### src/design/ddrwp_pkg.sv
package ddrwp_pkg;
  // ----------------------------------------
  // Port widths
  // ----------------------------------------
  localparam int DDRWP_DATA_W_DEF = 36;
  localparam int DDRWP_ADDR_W_DEF = 21;
  localparam int DDRWP_MASK_PINS = 4;
  localparam int DDRWP_NIBBLE_W = 4;
  localparam int DDRWP_LANE_W = 9;
  localparam int DDRWP_NIBBLE_CFG = 8;
  localparam int DDRWP_SINGLE_LANE_CFG = 9;
  // ----------------------------------------
  // Buffer
  // ----------------------------------------
  localparam int DDRWP_BUF_DEPTH = 2;
  localparam logic [1:0] DDRWP_CNT_RESET = 2'h0;
  localparam logic DDRWP_PTR_RESET = 1'h0;

  typedef enum logic [0:0] {
    DDRWP_IDLE,
    DDRWP_HAVE_FIRST
  } ddrwp_state_type;
endpackage : ddrwp_pkg

### src/design/ddrwp_write_port.sv
`timescale 1ns/10ps
// How it works
// - Write data captured on true clock rise and again on complementary rise.
// - Data width is 8, 9, 18 or 36 bits from bit 0.
// - Write port select sampled only on true clock rising edges.
// - Select low requests a write; sampled low starts a write.
// - Select high deselects the port; write data ignored that cycle.
// - In 8-bit parts two nibble selects; first one governs bits 3:0.
// - Nibbles sampled high during a write leave memory unchanged.
// - Lane selects sampled on the same edge as their data word.
// - Lane select n masks 9 bits: 8:0, 17:9, 26:18, 35:27.
// - Lane sampled high: its data ignored, stored contents unaltered.
// - Address is write address at complementary rise; ignored when deselected.
module ddrwp_write_port import ddrwp_pkg::*; #(
  parameter int DATA_W = DDRWP_DATA_W_DEF,
  parameter int ADDR_W = DDRWP_ADDR_W_DEF
) (
  input wire logic clk,
  input wire logic srst,
  input wire logic ce,
  // Pin side, sampled as data on clk
  input wire logic k,
  input wire logic k_n,
  input wire logic write_port_select_n,
  input wire logic [ADDR_W-1:0] addr,
  input wire logic [DATA_W-1:0] wdata,
  input wire logic low_nibble_mask_n,
  input wire logic high_nibble_mask_n,
  input wire logic lane0_mask_n,
  input wire logic lane1_mask_n,
  input wire logic lane2_mask_n,
  input wire logic lane3_mask_n,
  // Array side
  output logic write_ready,
  output logic overrun,
  output logic cmd_valid,
  input wire logic cmd_ready,
  output logic [ADDR_W-1:0] cmd_addr,
  output logic [DATA_W-1:0] cmd_data0,
  output logic [DATA_W-1:0] cmd_en0,
  output logic [DATA_W-1:0] cmd_data1,
  output logic [DATA_W-1:0] cmd_en1
);

  localparam int ENTRY_W = ADDR_W + 4 * DATA_W;
  // Entry layout, lowest field first
  localparam int EN1_LSB = 0;
  localparam int DATA1_LSB = DATA_W;
  localparam int EN0_LSB = 2 * DATA_W;
  localparam int DATA0_LSB = 3 * DATA_W;
  localparam int ADDR_LSB = 4 * DATA_W;

  // ----------------------------------------
  // Mask expansion
  // ----------------------------------------
  // Active-low selects become per-bit write enables
  function automatic logic [DATA_W-1:0] expand_mask(input logic [DDRWP_MASK_PINS-1:0] mask_n);
    logic [DATA_W-1:0] en;
    int lane_w;
    en = '0;
    lane_w = (DATA_W == DDRWP_NIBBLE_CFG) ? DDRWP_NIBBLE_W : DDRWP_LANE_W;
    for (int i = 0; i < DATA_W; i++) begin
      en[i] = ~mask_n[i / lane_w];
    end
    return en;
  endfunction : expand_mask

  // Occupancy after this cycle; a push into a full buffer is already refused
  function automatic logic [1:0] buf_count_next(input logic [1:0] cnt, input logic pushed, input logic popped);
    logic [1:0] nxt;
    nxt = cnt;
    if (pushed && !popped) begin
      nxt = cnt + 2'h1;
    end else if (popped && !pushed) begin
      nxt = cnt - 2'h1;
    end
    return nxt;
  endfunction : buf_count_next

  // ----------------------------------------
  // Edge detection on the input clock pair
  // ----------------------------------------
  logic k_prev_reg;
  logic k_n_prev_reg;
  wire logic k_rise = k & ~k_prev_reg;
  wire logic k_n_rise = k_n & ~k_n_prev_reg;

  wire logic nibble_cfg = (DATA_W == DDRWP_NIBBLE_CFG);
  wire logic [1:0] nibble_pins_n = {high_nibble_mask_n, low_nibble_mask_n};
  wire logic [DDRWP_MASK_PINS-1:0] lane_pins_n = {lane3_mask_n, lane2_mask_n, lane1_mask_n, lane0_mask_n};
  // Unused slots read as masked, so they can never enable a bit
  wire logic [DDRWP_MASK_PINS-1:0] mask_pins_n = nibble_cfg ? {2'h3, nibble_pins_n} : lane_pins_n;
  // Selects paired with data sampled on the same edge
  wire logic [DATA_W-1:0] beat_en = expand_mask(mask_pins_n);

  // ----------------------------------------
  // Burst capture
  // ----------------------------------------
  ddrwp_state_type state_reg;
  ddrwp_state_type state_next;
  logic [DATA_W-1:0] data0_reg;
  logic [DATA_W-1:0] en0_reg;
  logic overrun_reg;

  // Select looked at only on true clock rise
  wire logic start_write = k_rise & ~write_port_select_n;
  // Write address taken at complementary rise
  wire logic burst_done = (state_reg == DDRWP_HAVE_FIRST) & k_n_rise;

  always_comb begin
    state_next = state_reg;
    unique case (state_reg)
      DDRWP_IDLE: begin
        if (start_write) begin
          state_next = DDRWP_HAVE_FIRST;
        end
      end
      DDRWP_HAVE_FIRST: begin
        if (k_n_rise) begin
          state_next = DDRWP_IDLE;
        end
      end
    endcase
  end

  // ----------------------------------------
  // Clock pair history
  // ----------------------------------------
  // Reset low: pins idling low give no false rise after reset
  always_ff @(posedge clk) begin
    if (srst) begin
      k_prev_reg <= 1'h0;
    end else if (ce) begin
      k_prev_reg <= k;
    end
  end

  always_ff @(posedge clk) begin
    if (srst) begin
      k_n_prev_reg <= 1'h0;
    end else if (ce) begin
      k_n_prev_reg <= k_n;
    end
  end

  // ----------------------------------------
  // Burst state
  // ----------------------------------------
  always_ff @(posedge clk) begin
    if (srst) begin
      state_reg <= DDRWP_IDLE;
    end else if (ce) begin
      state_reg <= state_next;
    end
  end

  // First word at true clock rise
  // Deselected cycles leave the holding word untouched
  // A later start before the second beat simply replaces the first word
  always_ff @(posedge clk) begin
    if (srst) begin
      data0_reg <= '0;
    end else if (ce && start_write) begin
      data0_reg <= wdata;
    end
  end

  always_ff @(posedge clk) begin
    if (srst) begin
      en0_reg <= '0;
    end else if (ce && start_write) begin
      en0_reg <= beat_en;
    end
  end

  // ----------------------------------------
  // Two-entry buffer toward the array
  // ----------------------------------------
  // Whole bursts are buffered so the array sees address and both beats together
  logic [ENTRY_W-1:0] buf_mem [DDRWP_BUF_DEPTH];
  logic wr_ptr_reg;
  logic rd_ptr_reg;
  logic [1:0] count_reg;
  wire logic buf_full = (count_reg == 2'(DDRWP_BUF_DEPTH));
  wire logic buf_empty = (count_reg == DDRWP_CNT_RESET);
  wire logic push = burst_done & ~buf_full;
  wire logic pop = cmd_valid & cmd_ready;
  wire logic lost = burst_done & buf_full;
  wire logic [1:0] count_next = buf_count_next(count_reg, push, pop);
  // Masked bits carry no enable, array keeps them
  wire logic [ENTRY_W-1:0] push_entry = {addr, data0_reg, en0_reg, wdata, beat_en};
  wire logic [ENTRY_W-1:0] head = buf_mem[rd_ptr_reg];

  always_ff @(posedge clk) begin
    if (ce && push) begin
      buf_mem[wr_ptr_reg] <= push_entry;
    end
  end

  // ----------------------------------------
  // Buffer pointers
  // ----------------------------------------
  // Depth two: one bit each, wrapping by toggling
  always_ff @(posedge clk) begin
    if (srst) begin
      wr_ptr_reg <= DDRWP_PTR_RESET;
    end else if (ce) begin
      if (push) begin
        wr_ptr_reg <= ~wr_ptr_reg;
      end
    end
  end

  always_ff @(posedge clk) begin
    if (srst) begin
      rd_ptr_reg <= DDRWP_PTR_RESET;
    end else if (ce) begin
      if (pop) begin
        rd_ptr_reg <= ~rd_ptr_reg;
      end
    end
  end

  // ----------------------------------------
  // Buffer occupancy
  // ----------------------------------------
  always_ff @(posedge clk) begin
    if (srst) begin
      count_reg <= DDRWP_CNT_RESET;
    end else if (ce) begin
      count_reg <= count_next;
    end
  end

  // ----------------------------------------
  // Overrun flag
  // ----------------------------------------
  // Sticky: the pins cannot be stalled, so a burst into a full buffer is lost
  always_ff @(posedge clk) begin
    if (srst) begin
      overrun_reg <= 1'h0;
    end else if (ce) begin
      if (lost) begin
        overrun_reg <= 1'h1;
      end
    end
  end

  // ----------------------------------------
  // Outputs
  // ----------------------------------------
  assign write_ready = ~buf_full;
  assign overrun = overrun_reg;
  assign cmd_valid = ~buf_empty;
  assign cmd_addr = head[ADDR_LSB +: ADDR_W];
  assign cmd_data0 = head[DATA0_LSB +: DATA_W];
  assign cmd_en0 = head[EN0_LSB +: DATA_W];
  assign cmd_data1 = head[DATA1_LSB +: DATA_W];
  assign cmd_en1 = head[EN1_LSB +: DATA_W];

endmodule : ddrwp_write_port

### config.mk
export PLATFORM = sky130hd
export DESIGN_NAME = ddrwp_write_port
export DESIGN_NICKNAME = d
export VERILOG_FILES = /design/src/design/ddrwp_pkg.sv /design/src/design/ddrwp_write_port.sv
export SDC_FILE = /design/constraint.sdc
export NUM_CORES = 1
export LEC_CHECK = 0
export BUFFER_PORTS_ARGS = -buffer_cell sky130_fd_sc_hd__clkbuf_2
export CAP_MARGIN = 40
export CELL_PAD_IN_SITES_DETAIL_PLACEMENT = 1
export CELL_PAD_IN_SITES_GLOBAL_PLACEMENT = 2
export CORE_AREA = 2 2 174 176
export DETAILED_ROUTE_END_ITERATION = 8
export DIE_AREA = 0 0 176 178
export HOLD_SLACK_MARGIN = 0.02
export MAX_ROUTING_LAYER = met4
export PLACE_DENSITY_LB_ADDON = 0.1
export SYNTH_ARGS = -nofsm -noshare
export SYNTH_HDL_FRONTEND = slang
export SYNTH_SLANG_ARGS = --single-unit
### constraint.sdc
create_clock -name clk -period 3.8 [get_ports clk]
set_input_delay 0.38 -clock clk [delete_from_list [all_inputs] [get_ports clk]]
set_output_delay 0.38 -clock clk [all_outputs]
set_load 0.01 [all_outputs]
==> summary.md <==
| Metric | Value |
|---|---|
| Max reg flops | 202 |
| Cell area after synthesis | 9590 µm² |
| Synthesized flop and latch total | 251 |
| Register area share after synthesis | 0.735 |
| GRT Total Usage | 0.132 |
| Initial DRC Count | 190 |
| Rows | 63 |
| Via-per-instance ratio | 4.40 |
| Most common cell after layout, fill and taps aside | clkbuf_2 |
| Synth area leader | edfxtp_1 |
| Critical path buffers and inverters | 2 |
| Cell at the slowest stage of the critical path | dfxtp_4 |
| RSZ-0062 raised after global routing | no |
| Setup CP Type | flip-flop to output pin |
| Sw power | 0.00114 W |
| Crit end category | output pin |
| Post-Route WL | 20.4 mm |
| Resized cells post-CTS | 0 |
| GPL Wtd Cong | 0.684 |
| P per Cell Area | 501 nW/µm² |
| H-tree depth | 1 |
| Setup TNS | 0 ns |
| First-pass GRT wire length | 31.3 mm |
| Largest family of logic cells by synthesized area | multiplexers |
| R2R setup slack | 1.60 ns |
| FF/Latch Area | 7050 µm² |
| Leak Pwr | 4.14 nW |
| Initial Utilization | 0.326 |
| Clock tree buffer depth | 3 |
| DP HPWL | 13.1 mm |
| Setup violations, final | 0 |
| CP arrival | 2.36 ns |
| Synth Instances | 597 |
| Area delta synth->final | 21.2% |
| Placed Instances | 1143 |
| Seq pwr share | 0.517 |
| Die area | 31300 µm² |
| Crit path cell chain | buf_4 > mux2_2 > clkbuf_2 |
| Switching part of the total | 0.195 |
| Min-delay worst type | input port to flip-flop |
| Worst path required time | 3.42 ns |
| DR vias | 5247 |
| Fillers | 3025 |
| Residual DRC | 0 |
| Wire length on met2 | 10.5 mm |
| Synth top area share | 0.633 |
| Status | finished clean |
| Clock Skew | 0.00826 ns |
| # IOs | 238 |
| Final Hold Fails | 0 |
| Fmax | 365 MHz |
| Syn Nets | 668 |
| Slew margin rel. | 0.517 |
| Worst slew pin tran | 0.724 ns |
| ANT nets after route | 0 |
| Diode count | 0 |
| Multi-input gate area | 1890 µm² |
| Yosys cell types | 32 |
| Synth Area in Compound Gates | 0.0273 |
| Final worst-path cycle share | 0.721 |
| DRT Pass-1 Iters | 4 |
| Routed met1 length | 8.40 mm |
| Post-Synth Simple-Gate Area | 0.0436 |
| Crit path max fanout | 33 |
| Die extent in x | 176 µm |
| Mux contribution to synthesized area | 0.121 |
| Vias in the first global route | 5572 |
| Comb pwr share | 0.040 |
| Largest net degree at the start of global routing | 51 |
| GR Overflow Total | 0 |
| Nets | 854 |
| Layout Cells excl Fill | 1192 |
| Commonest cells after routing, fill and taps aside | clkbuf_2, edfxtp_1, mux2_2 |
| Core footprint | 29400 µm² |
| Antenna violations before repair | 0 |
| Design Area, Final | 11600 µm² |
| Worst-Skew Late Latency | 0.52 ns |
| Post-DP Area | 10700 µm² |
| Max Cap Viol | 0 |
| Area contributors post-synth | edfxtp_1, mux2_2, dfxtp_1 |
| Highest routed layer | met4 |
| Top delay family on crit path | flip-flops |
| Post-Syn Area per Cell | 16.1 µm² |
| Port bufs | 235 |
| Root Buffer | clkbuf_16 |
| XOR/XNOR share of the synthesized area | 0.00274 |
| Adder-cell share of the synthesized area | 0.00130 |
| Crit-path max cell delay | 0.68 ns |
| Layout cells sized above 1 | 0.491 |
| CTS sink count | 251 |
| Length of routed met3 wiring | 1.10 mm |
| Clock share of power | 0.443 |
| Die height | 178 µm |
| Tmin final | 2.74 ns |
| TritonCTS Buffers | 27 |
| CTS tree | done |
| Pins over their slew limit | 0 |
| Clock Pin Slew Worst Setup and Hold Paths | 0.06 ns |
| Cell internal pwr | 0.00469 W |
| Peak VDD IR | 0.000485 V |
| Critical path startpoint category | flip-flop |
| YS warnings | 0 |
| Routed WL per cell | 17.1 µm |
[cell type report]
class	count	share of cell area
multi-input cells	250	0.162
inverters	6	0.00215
flip-flops and latches	251	0.606
repair buffers	247	0.111
clock buffers	41	0.0669
clock inverters	7	0.00904
well taps	390	0.0420
[logic make-up after synthesis]
logic type	Yosys count
AO/OA/AOI/OAI	46
XOR/XNOR	3
adder cells (fa/ha/maj)	1
buffers and inverters	96
flip-flops	251
multiplexers	103
AND/OR/NAND/NOR	97
[layer usage]
layer  vias up  GRT usage
met1      2616      0.157
li1       2479          -
met5         -          -
met2       119      0.228
met4         0     0.0344
met3        33     0.0303
[power by group through the flow]
stage	sequential [W]	clock, W	combinational, W
finish	0.00301	0.00258	0.000235
global placement	0.00307	0	0.000235
global route	0.00302	0.00277	0.000261
CTS	0.00301	0.00268	0.000242
detailed placement	0.00307	0	0.000240
floorplan	0.00306	0	0.000145
[cells in the mapped netlist]
cell         n
edfxtp_1   202
mux2_2     101
nand2_1     73
buf_4       64
dfxtp_1     49
a21oi_1     39
buf_2       17
nor2_1      12
buf_6        6
inv_1        6
a211oi_2     3
and4b_1      2
clkbuf_1     2
mux2i_1      2
xnor2_1      2
a211oi_1     1
a31o_2       1
and3_1       1
and4bb_1     1
buf_1        1
ha_1         1
nand2b_1     1
nand4b_1     1
nand4bb_1    1
nor2b_1      1
nor2b_2      1
nor3_1       1
o211ai_1     1
o21ai_0      1
or2_2        1
or3_2        1
xor2_1       1
[per-stage QoR]
| step | utilization | setup slack, ns | hold slack, ns | power (W) |
|---|---|---|---|---|
| after global routing | 0.395 | 0.871 | 0.0237 | 0.00605 |
| final | 0.395 | 1.06 | 0.0517 | 0.00583 |
| after global placement | 0.365 | 1.46 | 0.430 | 0.00330 |
| after CTS | 0.395 | 0.945 | 0.0204 | 0.00593 |
| after detailed placement | 0.365 | 1.41 | 0.439 | 0.00331 |
| after floorplan | - | 0.218 | 0.425 | 0.00321 |
[worst paths after layout]
path / startpoint / cells after the start / to
min: addr[20] / 1 / buf_mem[1][164]
min reg2reg: data0_reg[27] / 0 / buf_mem[0][135]
max: flip-flop / 3 / cmd_en0[27]
max reg2reg: count_reg[0] / 4 / buf_mem[0][162]
[what timing repair did]
action                    CTS  global route
hold endpoints to repair    2             0
hold buffers                1             0
buffers inserted            0             0
(Power assumes the default switching activity.)
